`config.mk`:
```
export PLATFORM = sky130hd
export DESIGN_NAME = uhd_uart
export DESIGN_NICKNAME = d
export VERILOG_FILES = /design/src/uhd_pkg.sv /design/src/uhd_uart.sv
export SDC_FILE = /design/constraint.sdc
export NUM_CORES = 1
export LEC_CHECK = 0
export BUFFER_PORTS_ARGS = -buffer_cell sky130_fd_sc_hd__buf_2
export CAP_MARGIN = 20
export CORE_AREA = 2 2 100 102
export CTS_BUF_LIST = sky130_fd_sc_hd__clkbuf_16
export DETAILED_ROUTE_END_ITERATION = 6
export DIE_AREA = 0 0 102 104
export PLACE_DENSITY = 0.91
export SYNTH_ARGS = -nofsm -noshare
export SYNTH_HDL_FRONTEND = slang
export SYNTH_SLANG_ARGS = --single-unit
```
`constraint.sdc`:
```
create_clock -name aclk -period 5.95 [get_ports aclk]
set_input_delay 0.2975 -clock aclk [delete_from_list [all_inputs] [get_ports aclk]]
set_output_delay 0.2975 -clock aclk [all_outputs]
set_load 0.05 [all_outputs]
```
`src/uhd_pkg.sv`:
```
// Summary of operation
// - Eleven-bit half-duplex characters: start, nine data, stop
// - Received character held in separate receive buffer
// - Transmit start aborts any reception in progress
// - Serial output driven inverted during transmission
// - Idle output follows port value; software keeps high
// - Baud divider gives eight ticks per bit
// - Three samples per bit, two-of-three majority
// - Ninth bit persists until written or received
// - Data write sends start, eight LSB-first, ninth, stop
// - Stop end releases pin, sets done, interrupts
// - Done flag cleared by zero write or data write
// - Writing one to done flag sets it
// - Idle receiver detects falling edge, skips start bit
// - Received ninth bit replaces stored ninth bit
// - After stop time, buffer loaded and full flag set
// - Each interrupt request gated by its own enable
// - Data address: write transmits, read returns buffer
// - Baud select picks divisor 6656 down to 208
// - Runs from processor clock, also during wait
// - Full flag set on buffer load; software writable
// - Baud select in control bits 3..1, immediate effect
// - Control bit 0 holds ninth bit
package uhd_pkg;

  // Register indices and byte addresses (index times four)
  localparam logic [9:0] UHD_DATA_IDX   = 10'h0d6;
  localparam logic [9:0] UHD_CTRL_IDX   = 10'h0d7;
  localparam logic [11:0] UHD_DATA_ADDR = {UHD_DATA_IDX, 2'b00};
  localparam logic [11:0] UHD_CTRL_ADDR = {UHD_CTRL_IDX, 2'b00};

  // Control register field positions
  localparam int UHD_CR_RX_FULL = 7;
  localparam int UHD_CR_TX_DONE = 6;
  localparam int UHD_CR_RX_IEN  = 5;
  localparam int UHD_CR_TX_IEN  = 4;
  localparam int UHD_CR_BAUD_HI = 3;
  localparam int UHD_CR_BAUD_LO = 1;
  localparam int UHD_CR_NINTH   = 0;

  // Values after reset
  localparam logic [7:0] UHD_CTRL_RESET = 8'h00;
  localparam logic [7:0] UHD_DATA_RESET = 8'h00;

  // Clock divisor per bit time, indexed by baud select; last code reserved
  localparam logic [12:0] UHD_BIT_DIV [8] = '{13'h1a00, 13'h0d00, 13'h0680, 13'h0340,
                                              13'h01a0, 13'h0100, 13'h00d0, 13'h0000};

  // Frame shape and sampling positions within the eight states
  localparam logic [2:0] UHD_LAST_STATE = 3'h7;
  localparam logic [3:0] UHD_TX_LAST    = 4'ha;
  localparam logic [3:0] UHD_RX_LAST    = 4'h8;
  localparam logic [2:0] UHD_SAMPLE_A   = 3'h2;
  localparam logic [2:0] UHD_SAMPLE_B   = 3'h3;
  localparam logic [2:0] UHD_SAMPLE_C   = 3'h4;

  // AXI responses
  localparam logic [1:0] UHD_RESP_OKAY   = 2'h0;
  localparam logic [1:0] UHD_RESP_SLVERR = 2'h2;

  typedef enum logic [1:0] {RX_IDLE, RX_START, RX_DATA, RX_STOP} uhd_rx_state_t;

endpackage

```
`src/uhd_uart.sv`:
```
`timescale 1ns/1ns
module uhd_uart
  import uhd_pkg::*;
#(
  parameter int ADDR_W = 12
) (
  // Clock and reset
  input  wire logic              aclk,
  input  wire logic              aresetn,
  // AXI4-Lite write address
  input  wire logic [ADDR_W-1:0] s_axi_awaddr,
  input  wire logic [2:0]        s_axi_awprot,
  input  wire logic              s_axi_awvalid,
  output logic                   s_axi_awready,
  // AXI4-Lite write data
  input  wire logic [31:0]       s_axi_wdata,
  input  wire logic [3:0]        s_axi_wstrb,
  input  wire logic              s_axi_wvalid,
  output logic                   s_axi_wready,
  // AXI4-Lite write response
  output logic [1:0]             s_axi_bresp,
  output logic                   s_axi_bvalid,
  input  wire logic              s_axi_bready,
  // AXI4-Lite read address
  input  wire logic [ADDR_W-1:0] s_axi_araddr,
  input  wire logic [2:0]        s_axi_arprot,
  input  wire logic              s_axi_arvalid,
  output logic                   s_axi_arready,
  // AXI4-Lite read data
  output logic [31:0]            s_axi_rdata,
  output logic [1:0]             s_axi_rresp,
  output logic                   s_axi_rvalid,
  input  wire logic              s_axi_rready,
  // Serial line and shared port
  input  wire logic              serial_in_pin,
  input  wire logic              port_out_value,
  output logic                   serial_out_pin,
  output logic                   tx_output_select,
  // Interrupt requests
  output logic                   tx_irq,
  output logic                   rx_irq
);

  logic              aw_full_q, w_full_q, aw_full_d, w_full_d;
  logic [ADDR_W-1:0] aw_addr_q;
  logic [7:0]        w_data_q;
  logic              w_lane0_q;
  logic              awready_q, wready_q, bvalid_q, arready_q, rvalid_q;
  logic [1:0]        bresp_q, rresp_q;
  logic [31:0]       rdata_q;
  logic              wr_go, wr_data, wr_ctrl, wr_hit;
  logic              rx_full_q, tx_done_q, rx_ien_q, tx_ien_q, ninth_q;
  logic [2:0]        baud_q;
  logic [7:0]        rx_buf_q;
  logic [9:0]        tick_cnt_q;
  logic [9:0]        tick_period;
  logic              tick_q, tick_restart;
  logic              tx_active_q, tx_finish;
  logic [10:0]       frame_q;
  logic [3:0]        tx_bit_q;
  logic [2:0]        tx_phase_q;
  logic              serial_out_q, tx_irq_q, rx_irq_q;
  logic              rx_s1_q, rx_s2_q, rx_s3_q, rx_fall;
  uhd_rx_state_t     rx_state_q;
  logic [2:0]        rx_phase_q;
  logic [3:0]        rx_bit_q;
  logic              samp_a_q, samp_b_q, rx_vote, rx_done;
  logic [8:0]        rx_shift_q;

  // Write channel holding state
  assign wr_go     = aw_full_q && w_full_q && !bvalid_q;
  assign aw_full_d = wr_go ? 1'b0 : (aw_full_q || (s_axi_awvalid && awready_q));
  assign w_full_d  = wr_go ? 1'b0 : (w_full_q || (s_axi_wvalid && wready_q));
  assign wr_hit    = (aw_addr_q == UHD_DATA_ADDR) || (aw_addr_q == UHD_CTRL_ADDR);
  assign wr_data   = wr_go && w_lane0_q && (aw_addr_q == UHD_DATA_ADDR);
  assign wr_ctrl   = wr_go && w_lane0_q && (aw_addr_q == UHD_CTRL_ADDR);

  // Address and data taken in either order
  always_ff @(posedge aclk) begin
    if (!aresetn) begin
      aw_full_q <= 1'b0;
      w_full_q  <= 1'b0;
      awready_q <= 1'b0;
      wready_q  <= 1'b0;
      aw_addr_q <= '0;
      w_data_q  <= UHD_DATA_RESET;
      w_lane0_q <= 1'b0;
    end else begin
      aw_full_q <= aw_full_d;
      w_full_q  <= w_full_d;
      awready_q <= !aw_full_d;
      wready_q  <= !w_full_d;
      if (s_axi_awvalid && awready_q) begin
        aw_addr_q <= {s_axi_awaddr[ADDR_W-1:2], 2'b00};
      end
      if (s_axi_wvalid && wready_q) begin
        w_data_q  <= s_axi_wdata[7:0];
        w_lane0_q <= s_axi_wstrb[0];
      end
    end
  end

  // Write response, error on unmapped address
  always_ff @(posedge aclk) begin
    if (!aresetn) begin
      bvalid_q <= 1'b0;
      bresp_q  <= UHD_RESP_OKAY;
    end else if (wr_go) begin
      bvalid_q <= 1'b1;
      bresp_q  <= wr_hit ? UHD_RESP_OKAY : UHD_RESP_SLVERR;
    end else if (s_axi_bready) begin
      bvalid_q <= 1'b0;
    end
  end

  // Read channel; reads have no side effects
  always_ff @(posedge aclk) begin
    if (!aresetn) begin
      arready_q <= 1'b0;
      rvalid_q  <= 1'b0;
      rdata_q   <= '0;
      rresp_q   <= UHD_RESP_OKAY;
    end else if (s_axi_arvalid && arready_q) begin
      arready_q <= 1'b0;
      rvalid_q  <= 1'b1;
      rresp_q   <= UHD_RESP_OKAY;
      if ({s_axi_araddr[ADDR_W-1:2], 2'b00} == UHD_DATA_ADDR) begin
        rdata_q <= {24'h000000, rx_buf_q};
      end else if ({s_axi_araddr[ADDR_W-1:2], 2'b00} == UHD_CTRL_ADDR) begin
        rdata_q <= {24'h000000, rx_full_q, tx_done_q, rx_ien_q, tx_ien_q,
                    baud_q, ninth_q};
      end else begin
        rdata_q <= '0;
        rresp_q <= UHD_RESP_SLVERR;
      end
    end else if (rvalid_q && s_axi_rready) begin
      rvalid_q  <= 1'b0;
      arready_q <= 1'b1;
    end else if (!rvalid_q) begin
      arready_q <= 1'b1;
    end
  end

  // Enables and baud select, live immediately
  always_ff @(posedge aclk) begin
    if (!aresetn) begin
      rx_ien_q <= UHD_CTRL_RESET[UHD_CR_RX_IEN];
      tx_ien_q <= UHD_CTRL_RESET[UHD_CR_TX_IEN];
      baud_q   <= UHD_CTRL_RESET[UHD_CR_BAUD_HI:UHD_CR_BAUD_LO];
    end else if (wr_ctrl) begin
      rx_ien_q <= w_data_q[UHD_CR_RX_IEN];
      tx_ien_q <= w_data_q[UHD_CR_TX_IEN];
      baud_q   <= w_data_q[UHD_CR_BAUD_HI:UHD_CR_BAUD_LO];
    end
  end

  // Ninth bit: received value wins over a same-cycle write
  always_ff @(posedge aclk) begin
    if (!aresetn) begin
      ninth_q <= UHD_CTRL_RESET[UHD_CR_NINTH];
    end else if (rx_done) begin
      ninth_q <= rx_shift_q[8];
    end else if (wr_ctrl) begin
      ninth_q <= w_data_q[UHD_CR_NINTH];
    end
  end

  // Transmit done flag; hardware set wins over a control write, a same-cycle data write clears it
  always_ff @(posedge aclk) begin
    if (!aresetn) begin
      tx_done_q <= UHD_CTRL_RESET[UHD_CR_TX_DONE];
    end else if (tx_finish) begin
      tx_done_q <= 1'b1;
    end else if (wr_data) begin
      tx_done_q <= 1'b0;
    end else if (wr_ctrl) begin
      tx_done_q <= w_data_q[UHD_CR_TX_DONE];
    end
  end

  // Receive full flag; hardware set wins
  always_ff @(posedge aclk) begin
    if (!aresetn) begin
      rx_full_q <= UHD_CTRL_RESET[UHD_CR_RX_FULL];
    end else if (rx_done) begin
      rx_full_q <= 1'b1;
    end else if (wr_ctrl) begin
      rx_full_q <= w_data_q[UHD_CR_RX_FULL];
    end
  end

  // Eight-times baud tick from the processor clock
  assign tick_period  = UHD_BIT_DIV[baud_q][12:3];
  assign tick_restart = wr_data || rx_fall;
  always_ff @(posedge aclk) begin
    if (!aresetn) begin
      tick_cnt_q <= '0;
      tick_q     <= 1'b0;
    end else if (tick_restart || tick_period == 10'h000) begin
      tick_cnt_q <= '0;
      tick_q     <= 1'b0;
    end else if (tick_cnt_q >= tick_period - 10'h001) begin
      tick_cnt_q <= '0;
      tick_q     <= 1'b1;
    end else begin
      tick_cnt_q <= tick_cnt_q + 10'h001;
      tick_q     <= 1'b0;
    end
  end

  // Transmit shifter: start, eight data LSB first, ninth, stop
  assign tx_finish = tx_active_q && tick_q && !wr_data &&
                     tx_phase_q == UHD_LAST_STATE && tx_bit_q == UHD_TX_LAST;
  always_ff @(posedge aclk) begin
    if (!aresetn) begin
      tx_active_q <= 1'b0;
      frame_q     <= '1;
      tx_bit_q    <= '0;
      tx_phase_q  <= '0;
    end else if (wr_data) begin
      tx_active_q <= 1'b1;
      frame_q     <= {1'b1, ninth_q, w_data_q, 1'b0};
      tx_bit_q    <= '0;
      tx_phase_q  <= '0;
    end else if (tx_active_q && tick_q) begin
      tx_phase_q <= tx_phase_q + 3'h1;
      if (tx_phase_q == UHD_LAST_STATE) begin
        if (tx_bit_q == UHD_TX_LAST) begin
          tx_active_q <= 1'b0;
        end else begin
          frame_q  <= {1'b1, frame_q[10:1]};
          tx_bit_q <= tx_bit_q + 4'h1;
        end
      end
    end
  end

  // Output mux: inverted frame while sending, port value otherwise
  always_ff @(posedge aclk) begin
    if (!aresetn) begin
      serial_out_q <= 1'b0;
    end else if (tx_active_q) begin
      serial_out_q <= ~frame_q[0];
    end else begin
      serial_out_q <= port_out_value;
    end
  end

  // Interrupt requests gated by enables
  always_ff @(posedge aclk) begin
    if (!aresetn) begin
      tx_irq_q <= 1'b0;
      rx_irq_q <= 1'b0;
    end else begin
      tx_irq_q <= tx_done_q && tx_ien_q;
      rx_irq_q <= rx_full_q && rx_ien_q;
    end
  end

  // Receive input synchroniser and edge history
  always_ff @(posedge aclk) begin
    if (!aresetn) begin
      rx_s1_q <= 1'b1;
      rx_s2_q <= 1'b1;
      rx_s3_q <= 1'b1;
    end else begin
      rx_s1_q <= serial_in_pin;
      rx_s2_q <= rx_s1_q;
      rx_s3_q <= rx_s2_q;
    end
  end

  // Falling edge only while idle and not sending
  assign rx_fall = rx_state_q == RX_IDLE && !tx_active_q && !wr_data &&
                   rx_s3_q && !rx_s2_q;
  assign rx_vote = (samp_a_q & samp_b_q) | (samp_a_q & rx_s2_q) |
                   (samp_b_q & rx_s2_q);
  assign rx_done = rx_state_q == RX_STOP && tick_q && rx_phase_q == UHD_LAST_STATE &&
                   !wr_data;

  // Receive sequencer
  always_ff @(posedge aclk) begin
    if (!aresetn) begin
      rx_state_q <= RX_IDLE;
      rx_phase_q <= '0;
      rx_bit_q   <= '0;
      samp_a_q   <= 1'b0;
      samp_b_q   <= 1'b0;
      rx_shift_q <= '0;
    end else if (wr_data || tx_active_q) begin
      rx_state_q <= RX_IDLE;
    end else begin
      if (tick_q) begin
        rx_phase_q <= rx_phase_q + 3'h1;
      end
      case (rx_state_q)
        RX_IDLE: begin
          if (rx_fall) begin
            rx_state_q <= RX_START;
            rx_phase_q <= '0;
          end
        end
        RX_START: begin
          if (tick_q && rx_phase_q == UHD_LAST_STATE) begin
            rx_state_q <= RX_DATA;
            rx_bit_q   <= '0;
          end
        end
        RX_DATA: begin
          if (tick_q && rx_phase_q == UHD_SAMPLE_A) begin
            samp_a_q <= rx_s2_q;
          end
          if (tick_q && rx_phase_q == UHD_SAMPLE_B) begin
            samp_b_q <= rx_s2_q;
          end
          if (tick_q && rx_phase_q == UHD_SAMPLE_C) begin
            rx_shift_q <= {rx_vote, rx_shift_q[8:1]};
          end
          if (tick_q && rx_phase_q == UHD_LAST_STATE) begin
            rx_bit_q <= rx_bit_q + 4'h1;
            if (rx_bit_q == UHD_RX_LAST) begin
              rx_state_q <= RX_STOP;
            end
          end
        end
        RX_STOP: begin
          if (rx_done) begin
            rx_state_q <= RX_IDLE;
          end
        end
        default: rx_state_q <= RX_IDLE;
      endcase
    end
  end

  // Receive buffer apart from the shifter
  always_ff @(posedge aclk) begin
    if (!aresetn) begin
      rx_buf_q <= UHD_DATA_RESET;
    end else if (rx_done) begin
      rx_buf_q <= rx_shift_q[7:0];
    end
  end

  // Port outputs
  assign s_axi_awready    = awready_q;
  assign s_axi_wready     = wready_q;
  assign s_axi_bvalid     = bvalid_q;
  assign s_axi_bresp      = bresp_q;
  assign s_axi_arready    = arready_q;
  assign s_axi_rvalid     = rvalid_q;
  assign s_axi_rdata      = rdata_q;
  assign s_axi_rresp      = rresp_q;
  assign serial_out_pin   = serial_out_q;
  assign tx_output_select = tx_active_q;
  assign tx_irq           = tx_irq_q;
  assign rx_irq           = rx_irq_q;
endmodule

```
==> results of run 1 <==
registers in the layout (all words and copies together), names as in the netlist, 2 cells and up:
signal       flops
tx_phase_q       3
tick_cnt_q      10
aw_addr_q       10
frame_q         10
rx_state_q       2
w_data_q         8
tx_bit_q         4
baud_q           3
rx_phase_q       3
rx_shift_q       9
rx_bit_q         4
s_axi_rdata      8
rx_buf_q         8
worst min path at each step:
stage	slack, ps	to	from
final	120	rx_s1_q	serial_in_pin
after global routing	140	rx_s1_q	serial_in_pin
after CTS	120	rx_s1_q	serial_in_pin
after detailed placement	390	rx_s2_q	rx_s1_q
after global placement	390	rx_s2_q	rx_s1_q
after floorplan	390	rx_s2_q	rx_s1_q
stage by stage:
step                      instance area, um^2  utilization  hold WS [ps]  worst slack, ps
after floorplan                          5210            -           386             3060
after global placement                   5380        0.563           394             2910
after detailed placement                 5380        0.563           393             2740
after CTS                                5690        0.596           122             2710
after global routing                     5690        0.596           142             2440
final                                    5690        0.596           123             2710
cell usage after synthesis (5+ instances only):
cell type,instances,area [um^2]
ha_1,30,375
buf_4,27,203
nor3_1,5,25.0
nand3_1,11,55.1
mux2i_1,29,290
xor2_1,11,96.3
nand4_1,6,37.5
mux2_2,10,113
nor2_1,74,278
and2_1,15,93.8
a21oi_1,42,210
inv_1,18,67.6
dfxtp_1,107,2140
nand2_1,85,319
a211oi_1,5,37.5
xnor2_1,7,61.3
clkbuf_1,17,63.8
o21ai_0,28,140
routing by layer:
layer,vias up,global-route usage
met5,-,0
met4,0,0.0619
met3,20,0.0517
met2,91,0.348
met1,1910,0.233
li1,2012,-
cells by family (layout without fill, tap and decap cells):
| logic type | Yosys count | count (layout) |
|---|---|---|
| simple gates | 228 | 228 |
| flops | 107 | 107 |
| compound gates | 96 | 96 |
| buf+inv | 68 | 92 |
| mux | 39 | 39 |
| fa+ha+maj | 30 | 30 |
| xor+xnor | 18 | 18 |
| other cells | 1 | 26 |
where the power goes:
part	switching [mW]	total (mW)	internal, mW	leakage, nW
registers	0.0165	0.751	0.734	0.867
logic	0.126	0.182	0.0558	1.35
clock network	0.298	0.603	0.304	0.152
layout make-up:
class                           count  area, um^2
Fill cell                         804        3860
Multi-Input combinational cell    437        2710
Sequential cell                   107        2140
Timing Repair Buffer               58         295
Clock buffer                        9         225
Tap cell                          133         166
Clock inverter                      7        83.8
Inverter                           18        67.6
==> reports/metrics.cfg, run 1 <==
[yosys]
post_synth.cell_area_avg_um2 = 8.72
synth_cells = 587
synth-xor-area-share = 0.0308
synth_top_family_by_area = simple AND/OR/NAND/NOR gates
ys_warn_count = 0
mappedNetlistArea_mm2 = 0.00512
synth_ff_type = dfxtp_1
ys_types = 56
synthSimpleGateAreaFrac = 0.214
synth_mux_area_frac = 0.0787
ys_async_sr_fraction = 0
synth_fa_ha_area_frac = 0.0733
synth_edf_count = 0
synth.ff_latch_count = 107
synth-compound-area-share = 0.114
ys_seq_area_frac = 0.418

[timing]
totalNegativeSetupSlack_ps = 0
relSlewSlack = 0.327
tightest_slew_ps = 1000
rsz0062_at_grt = false
report.final.hold_viol_count = 0
slew_violations = 0
min_period_ps = 3240
fmax_mhz = 309
final.period_utilization = 0.544
finClkSkew_ps = 14.0
finalSetupViolations = 0

[clock_tree]
clk_path_buf_depth = 2
postCtsHoldBufs = 0
cts_resized = 0
cts_tree = yes
clock_latency_ps = 350
cts.sinks = 107
post_cts_buffers = 0
htree_levels = 3
cts_made_buffers = 9
clockRootBuffer = clkbuf_16
clk_pin_slew_ps = 80

[floorplanning]
die_area_mm2 = 0.0106
row_count = 36
die_height_um = 104
pin_count = 120
die-width_um = 102
core_area_mm2 = 0.00955
initial_core_util = 0.536

[layout]
drive_above_1_share = 0.153
instances_no_fill = 769
final_nets = 736
final_cell_mix = dfxtp_1 (107), nand2_1 (85), nor2_1 (74)
layout_commonest_cell = dfxtp_1
area_growth_pct = 11.1
diodes = 0

[place]
gp_congestion = 0.837
hpwl_um = 7540
io_buffers = 56
dp_cells = 753

[worst_hold_path]
hold_path_depth = 2
hp-class = in -> reg

[setup_path]
crit_cells = 11
worstPathRequired_ps = 6230
endpoint = tick_cnt_q[2]
cp_top_family = compound AO/OA/AOI/OAI gates
path_max_fanout = 12
cp-start-kind = flip-flop
cp_num_buf_inv = 2
endpoint_kind = flip-flop
r2r_cells = 11
worstPathCellList = inv_1 > ha_1 > inv_1 > nand2_1 > o31ai_1 > a22oi_1 > ha_1 > a2111o_1 > a21oi_1 > o2111ai_4 > nor2_1
startpoint = baud_q[0]
crit_arrival_ps = 3520
cp_slowest_cell = dfxtp_1
crit_type = reg -> reg
critPathMaxStageDelay_ps = 630
r2r_start = baud_q[0]
rrSetupSlack_ps = 2710
r2r-end = tick_cnt_q[2]

[grt]
grt_overflow = 0
antenna_found_initial = 0
grt_pass1_vias = 3862
grt_max_degree = 56
grt.total_usage = 0.198
grt_pass1_wl_um = 17100

[route]
m1WireLength_um = 4410
drt_iter0_markers = 151
drt_wl_total_um = 10200
vias = 4033
wl_met3_um = 397
wl_met2_um = 5240
wl_per_cell_um = 13.3
drtPass1Iterations = 4
top_layer = met4
drc = 0
via_per_inst = 5.24
ant_nets = 0

[power]
p_per_area_mw_per_mm2 = 270
p_leak_nw = 2.37
power_mw = 1.54
vdd_drop_max_mv = 0.180

[outcome]
outcome = complete, no violations

[run]
maxCapViolations = 0

Note: power is estimated with default switching activity, not from simulation.
==> run 2: changes to the inputs <==
ABC_AREA = 1   (was default)
CORE_AREA = 2 2 106 108   (was 2 2 100 102)
DIE_AREA = 0 0 108 110   (was 0 0 102 104)
PLACE_DENSITY = 0.87   (was 0.91)
clock period = 2.86 ns   (was 5.95 ns; I/O delays follow)
==> run 2 against run 1 <==
Effect of this change: worst setup slack got worse by 2500 ps; critical path type unchanged; flip-flop and latch count stayed put; synthesized cell count grew 17%; clock skew is 5.4 ps lower; critical path depth rose by 6; global-route usage fell by 1.7 points; fmax is 21% higher.
==> reports/metrics.cfg, run 2 <==
[setup_path]
worstPathCellList = inv_2 > ha_1 > nand2_1 > nand2_1 > a21oi_2 > nand4_1 > nor2_1 > nand2_1 > xor2_1 > ha_1 > nand4_1 > inv_1 > nand2_1 > o211ai_1 > nor2_2 > nand2_2 > nor2_2
crit_arrival_ps = 2970  ; -550 ps
r2r_cells = 17  ; +6
worstPathRequired_ps = 3150  ; -3080 ps
critPathMaxStageDelay_ps = 370  ; -260 ps
endpoint_kind = flip-flop
cp-start-kind = flip-flop
crit_type = reg -> reg
path_max_fanout = 6  ; -6
rrSetupSlack_ps = 170  ; -2540 ps
cp_slowest_cell = dfxtp_4
r2r-end = tick_cnt_q[9]
crit_top_cell = nand2_1
r2r_start = baud_q[0]
startpoint = baud_q[0]

[power]
p_leak_nw = 2.82  ; +19%
power.switching_mw = 1.07  ; +140%
intPower_mw = 2.52  ; +130%
switching_share = 0.297  ; +0.00982
comb_power_share = 0.181  ; +0.062
p_per_area_mw_per_mm2 = 613  ; +130%
power_mw = 3.59  ; +130%
p_seq_frac = 0.450  ; -0.039
clkPwrFrac = 0.369  ; -0.024
vdd_drop_max_mv = 0.381  ; +110%

[clock_tree]
clockRootBuffer = clkbuf_16
clk_pin_slew_ps = 70  ; about the same
clock_latency_ps = 350  ; about the same
cts_tree = yes
clk_path_buf_depth = 2  ; unchanged
cts_made_buffers = 9  ; unchanged
htree_levels = 3  ; unchanged
cts.sinks = 107  ; unchanged

[route]
drtPass1Iterations = 4  ; unchanged
wl_per_cell_um = 11.9  ; -10%
drc = 0  ; unchanged
drt_iter0_markers = 261  ; +73%
via_per_inst = 4.91  ; -6.3%
drt_wl_total_um = 10600  ; +3.4%
vias = 4347  ; +7.8%
ant_nets = 0  ; unchanged

[layout]
final_nets = 846  ; +15%
diodes = 0  ; unchanged
instances_no_fill = 885  ; +15%
reg_top3 = aw_addr_q x10, frame_q x10, tick_cnt_q x10
layout_commonest_cell = nor2_1
final_util = 0.547  ; -0.0488
final_cell_mix = nor2_1 (105), dfxtp_1 (104), nand2_1 (86)
drive_above_1_share = 0.156  ; +0.00319
area_growth_pct = 12.7

[timing]
slew_violations = 0  ; unchanged
finalSetupViolations = 0  ; unchanged
min_period_ps = 2690  ; -553 ps
fmax_mhz = 372  ; +21%
finClkSkew_ps = 8.59  ; -5.44 ps
relSlewSlack = 0.435  ; +0.108
final.period_utilization = 0.939  ; +0.395
tightest_slew_ps = 847  ; -158 ps
report.final.hold_viol_count = 0  ; unchanged

[yosys]
ys_seq_area_frac = 0.413  ; -0.00595
synth_top_area_cell = dfxtp_1
post_synth.cell_area_avg_um2 = 7.56  ; -13%
synth.ff_latch_count = 107  ; unchanged
synth_edf_count = 0  ; unchanged
synth_cells = 687  ; +17%
ys_top_cells_by_area = dfxtp_1 (41%), o21ai_0 (7.7%), nor2_1 (7.7%)
synth_commonest_cells = dfxtp_1 (107), nor2_1 (106), nand2_1 (86)
yosysMostFrequentCell = dfxtp_1
mappedNetlistArea_mm2 = 0.00519  ; +1.4%
ys_types = 41  ; -27%
ys_warn_count = 0  ; unchanged
synth_ff_type = dfxtp_1
yosysTopAreaCellShare = 0.413  ; -0.00595
ys_async_sr_fraction = 0  ; unchanged

[grt]
grt_max_degree = 59  ; +5.4%
grt_overflow = 0  ; unchanged
grt_pass1_wl_um = 17200  ; +0.40%
antenna_found_initial = 0  ; unchanged
grt_pass1_vias = 3830  ; -0.83%
grt.total_usage = 0.181  ; -0.0172

[floorplanning]
initial_core_util = 0.485  ; -0.0507
row_count = 38  ; +5.6%
die_height_um = 110  ; +5.8%
pin_count = 120  ; unchanged
die-width_um = 108  ; +5.9%
core_area_mm2 = 0.0107  ; +12%
die_area_mm2 = 0.0119  ; +12%

[worst_hold_path]
holdCritStartpoint = s_axi_wdata[4]
hp-class = in -> reg
hold_path_depth = 3  ; +1
worstHoldEndpoint = w_data_q[4]

[run]
maxCapViolations = 0  ; unchanged

[place]
io_buffers = 56  ; unchanged
dp_cells = 865  ; +15%
gp_congestion = 0.801  ; -4.3%
hpwl_um = 7310  ; -3.0%

[outcome]
outcome = complete, no violations

-- run 2: changes by cell type after synthesis, sizes merged, moves of 4 or more --
cell    delta
a211oi     -5
nor2      +46
and2      -15
mux2      -10
o21ai     +52
nor3       +4
o211ai     +6
nand2b     -4
inv       +70
mux2i     -29
a21oi     -11
clkbuf     -6
nand3     +19
nand2      +9
-- run 2: worst max-delay path by stage --
| stage | to | depth (start not counted) |
|---|---|---|
| final | tick_cnt_q[9] | 17 |
| after global routing | tick_cnt_q[9] | 17 |
| after CTS | tick_cnt_q[1] | 17 |
| after detailed placement | tick_cnt_q[9] | 15 |
| after global placement | tick_cnt_q[0] | 15 |
| after floorplan | tick_cnt_q[6] | 15 |
-- run 2: cell type report --
class | instances | area, um^2
Sequential cell | 107 | 2150
Timing Repair Buffer | 61 | 320
Fill cell | 967 | 4850
Multi-Input combinational cell | 472 | 2560
Clock inverter | 6 | 88.8
Inverter | 90 | 338
Tap cell | 140 | 175
Clock buffer | 9 | 225
-- run 2: critical path: cells and delay by family, from the launching register on --
family | cells | cell delay, ps
xor+xnor | 1 | 150
fa+ha+maj | 2 | 530
flops | 1 | 370
buf+inv | 2 | 120
simple gates | 10 | 1210
compound gates | 2 | 230
-- run 2: power groups by stage --
stage	sequential, mW	clock, mW	combinational, mW
floorplan	1.69	0	0.485
finish	1.62	1.32	0.648
detailed placement	1.65	0	0.623
global route	1.62	1.40	0.731
global placement	1.65	0	0.610
CTS	1.62	1.34	0.646
-- run 2: per-stage QoR --
| stage | worst slack, ps | hold WS, ps | setup TNS, ps | instance area [um^2] |
|---|---|---|---|---|
| after floorplan | 364 | 250 | 0 | 5290 |
| after global placement | 172 | 332 | 0 | 5470 |
| after detailed placement | -33.7 | 332 | -274 | 5470 |
| after CTS | 4.99 | 42.3 | 0 | 5800 |
| after global routing | -61.6 | 57.5 | -256 | 5850 |
| final | 174 | 45.8 | 0 | 5850 |
-- run 2: timing repair --
action	CTS	global route
setup buffers	0	3
hold buffers	1	0
setup endpoints to repair	10	10
pin swaps	0	4
hold endpoints to repair	1	0
resized for setup	1	8
gates cloned	0	1
-- run 2: routing by layer --
metal,vias up,part of all wire,global-route usage,wire length (um)
met5,-,0,0,0
met4,0,0.022,0.0632,234
met3,22,0.038,0.0435,406
met2,86,0.51,0.316,5380
met1,1992,0.43,0.219,4540
li1,2247,-,-,-
-- run 2: kinds of logic (layout without fill, tap and decap cells) --
logic type      Yosys count  after routing  share of synthesized area
simple gates            271            272                      0.239
xor+xnor                 18             18                     0.0304
compound gates          126            126                      0.127
fa+ha+maj                30             30                     0.0723
flops                   107            107                      0.413
buf+inv                 134            166                      0.119
other cells               1             26                   0.000722
==> run 3: changes to the inputs <==
MAX_ROUTING_LAYER = met4   (was default)
==> run 3 against run 2 <==
Effect of this change: critical path type unchanged; die area is the same; fmax is essentially flat; flip-flop and latch count is the same; first-iteration DRC count shrank 15%; combinational power is essentially flat; power is essentially flat; register-to-register slack is essentially flat; global-route usage grew 0.51 points; critical path depth is the same.
==> reports/metrics.cfg, run 3 (synthesis gave the netlist of run 2 again) <==
[clock_tree]
clockRootBuffer = clkbuf_16
clock_latency_ps = 350  ; about the same
cts.sinks = 107  ; unchanged
clk_pin_slew_ps = 70  ; about the same
cts_made_buffers = 9  ; unchanged
cts_tree = yes
clk_path_buf_depth = 2  ; unchanged
htree_levels = 3  ; unchanged

[power]
p_leak_nw = 2.82  ; unchanged
vdd_drop_max_mv = 0.382  ; +0.38%
p_per_area_mw_per_mm2 = 614  ; about the same

[setup_path]
cp-start-kind = flip-flop
worstPathCellList = inv_2 > ha_1 > nand2_1 > nand2_1 > a21oi_2 > nand4_1 > nor2_1 > nand2_1 > xor2_1 > ha_1 > nand4_1 > inv_1 > nand2_1 > o211ai_1 > nor2_2 > nand2_2 > nor2_2
cp_top_family = simple AND/OR/NAND/NOR gates
path_max_fanout = 6  ; unchanged
endpoint_kind = flip-flop
cp_slowest_cell = dfxtp_4
crit_top_cell = nand2_1
critPathMaxStageDelay_ps = 370  ; about the same
crit_type = reg -> reg
crit_arrival_ps = 2970  ; about the same
worstPathRequired_ps = 3150  ; about the same
cp_num_buf_inv = 2  ; unchanged

[floorplanning]
row_count = 38  ; unchanged
pin_count = 120  ; unchanged
die_area_mm2 = 0.0119  ; unchanged
core_area_mm2 = 0.0107  ; unchanged
initial_core_util = 0.485  ; unchanged
die_height_um = 110  ; unchanged
die-width_um = 108  ; unchanged

[route]
wl_per_cell_um = 11.9  ; -0.39%
drt_wl_total_um = 10500  ; -0.39%
drt_iter0_markers = 222  ; -15%
via_per_inst = 4.92  ; +0.25%
vias = 4358  ; +0.25%
drtPass1Iterations = 4  ; unchanged
ant_nets = 0  ; unchanged
drc = 0  ; unchanged

[timing]
min_period_ps = 2690  ; +0.0610 ps
slew_violations = 0  ; unchanged
finClkSkew_ps = 9.12  ; +0.533 ps
hold_slack_ps = 44.7  ; -1.12 ps
final.period_utilization = 0.939  ; about the same
fmax_mhz = 372  ; about the same
fin_ws_ps = 174  ; -0.0610 ps
report.final.hold_viol_count = 0  ; unchanged
finalSetupViolations = 0  ; unchanged
tightest_slew_ps = 843  ; -3.47 ps
relSlewSlack = 0.437  ; +0.00232

[grt]
grt_overflow = 0  ; unchanged
antenna_found_initial = 0  ; unchanged
grt.total_usage = 0.186  ; +0.00511
grt_pass1_wl_um = 17200  ; about the same
grt_pass1_vias = 3826  ; -0.10%
grt_max_degree = 59  ; unchanged

[layout]
final_cell_mix = nor2_1 (105), dfxtp_1 (104), nand2_1 (86)
num-fill-cells = 967  ; unchanged
reg_top3 = aw_addr_q x10, frame_q x10, tick_cnt_q x10
final_nets = 846  ; unchanged
diodes = 0  ; unchanged
regArea_mm2 = 0.00215  ; unchanged
drive_above_1_share = 0.156  ; unchanged
multiInputGateArea_mm2 = 0.00256  ; unchanged
area_growth_pct = 12.7  ; unchanged
layout_commonest_cell = nor2_1

[place]
hpwl_um = 7310  ; unchanged
post-place-ws_ps = -33.7  ; unchanged
io_buffers = 56  ; unchanged
gp_congestion = 0.813  ; +1.4%

[outcome]
outcome = complete, no violations

[worst_hold_path]
hp-class = in -> reg

[run]
maxCapViolations = 0  ; unchanged

-- run 3: worst min-delay path: cells and delay by family --
family	cells	cell delay, ps
AND/OR/NAND/NOR	1	80
AO/OA/AOI/OAI	1	70
buffers and inverters	1	70
-- run 3: metal layers --
layer  global-route usage  vias to the layer above  routed length [um]
met3               0.0435                       20                 436
met1                0.219                     2007                4480
met4               0.0632                        0                 221
li1                     -                     2249                   -
met2                0.315                       82                5390
met5                    -                        -                   0
-- run 3: report_power, final --
group	internal (mW)	switching, mW
Sequential	1.56	0.0567
Clock	0.767	0.557
Combinational	0.194	0.456
Total	2.52	1.07
-- run 3: stage by stage --
step | area [um^2] | util | power, mW | setup TNS [ps] | std cells
2_1_floorplan | 5290 | - | 2.17 | 0 | 712
3_3_place_gp | 5470 | 0.511 | 2.26 | 0 | 865
3_5_place_dp | 5470 | 0.511 | 2.27 | -274 | 865
4_1_cts | 5800 | 0.542 | 3.61 | 0 | 881
5_1_grt | 5850 | 0.547 | 3.76 | -256 | 885
6_report | 5850 | 0.547 | 3.59 | 0 | 885
-- run 3: repair_timing --
action                                 4_1_cts  5_1_grt
buffers inserted                             0        3
hold buffers                                 1        0
setup endpoints to repair                   10       10
gates cloned                                 0        1
gates resized for setup                      1        8
endpoints found under the hold margin        1        0
pin swaps                                    0        4
-- run 3: path summary, 6_finish.rpt --
kind	start	to	slack (ps)	cells after the start
worst max-delay path	baud_q[0]	tick_cnt_q[9]	170	17
worst min-delay path	s_axi_wdata[4]	w_data_q[4]	40	3
worst max register to register	baud_q[0]	tick_cnt_q[9]	170	17
worst min register to register	rx_s1_q	rx_s2_q	420	1
-- run 3: cell type report --
class | count | area share
inverter | 90 | 0.0577
clock inverter | 6 | 0.0152
timing repair buffer | 61 | 0.0547
sequential | 107 | 0.367
clock buffer | 9 | 0.0385
tap | 140 | 0.0299
multi-input combinational | 472 | 0.437
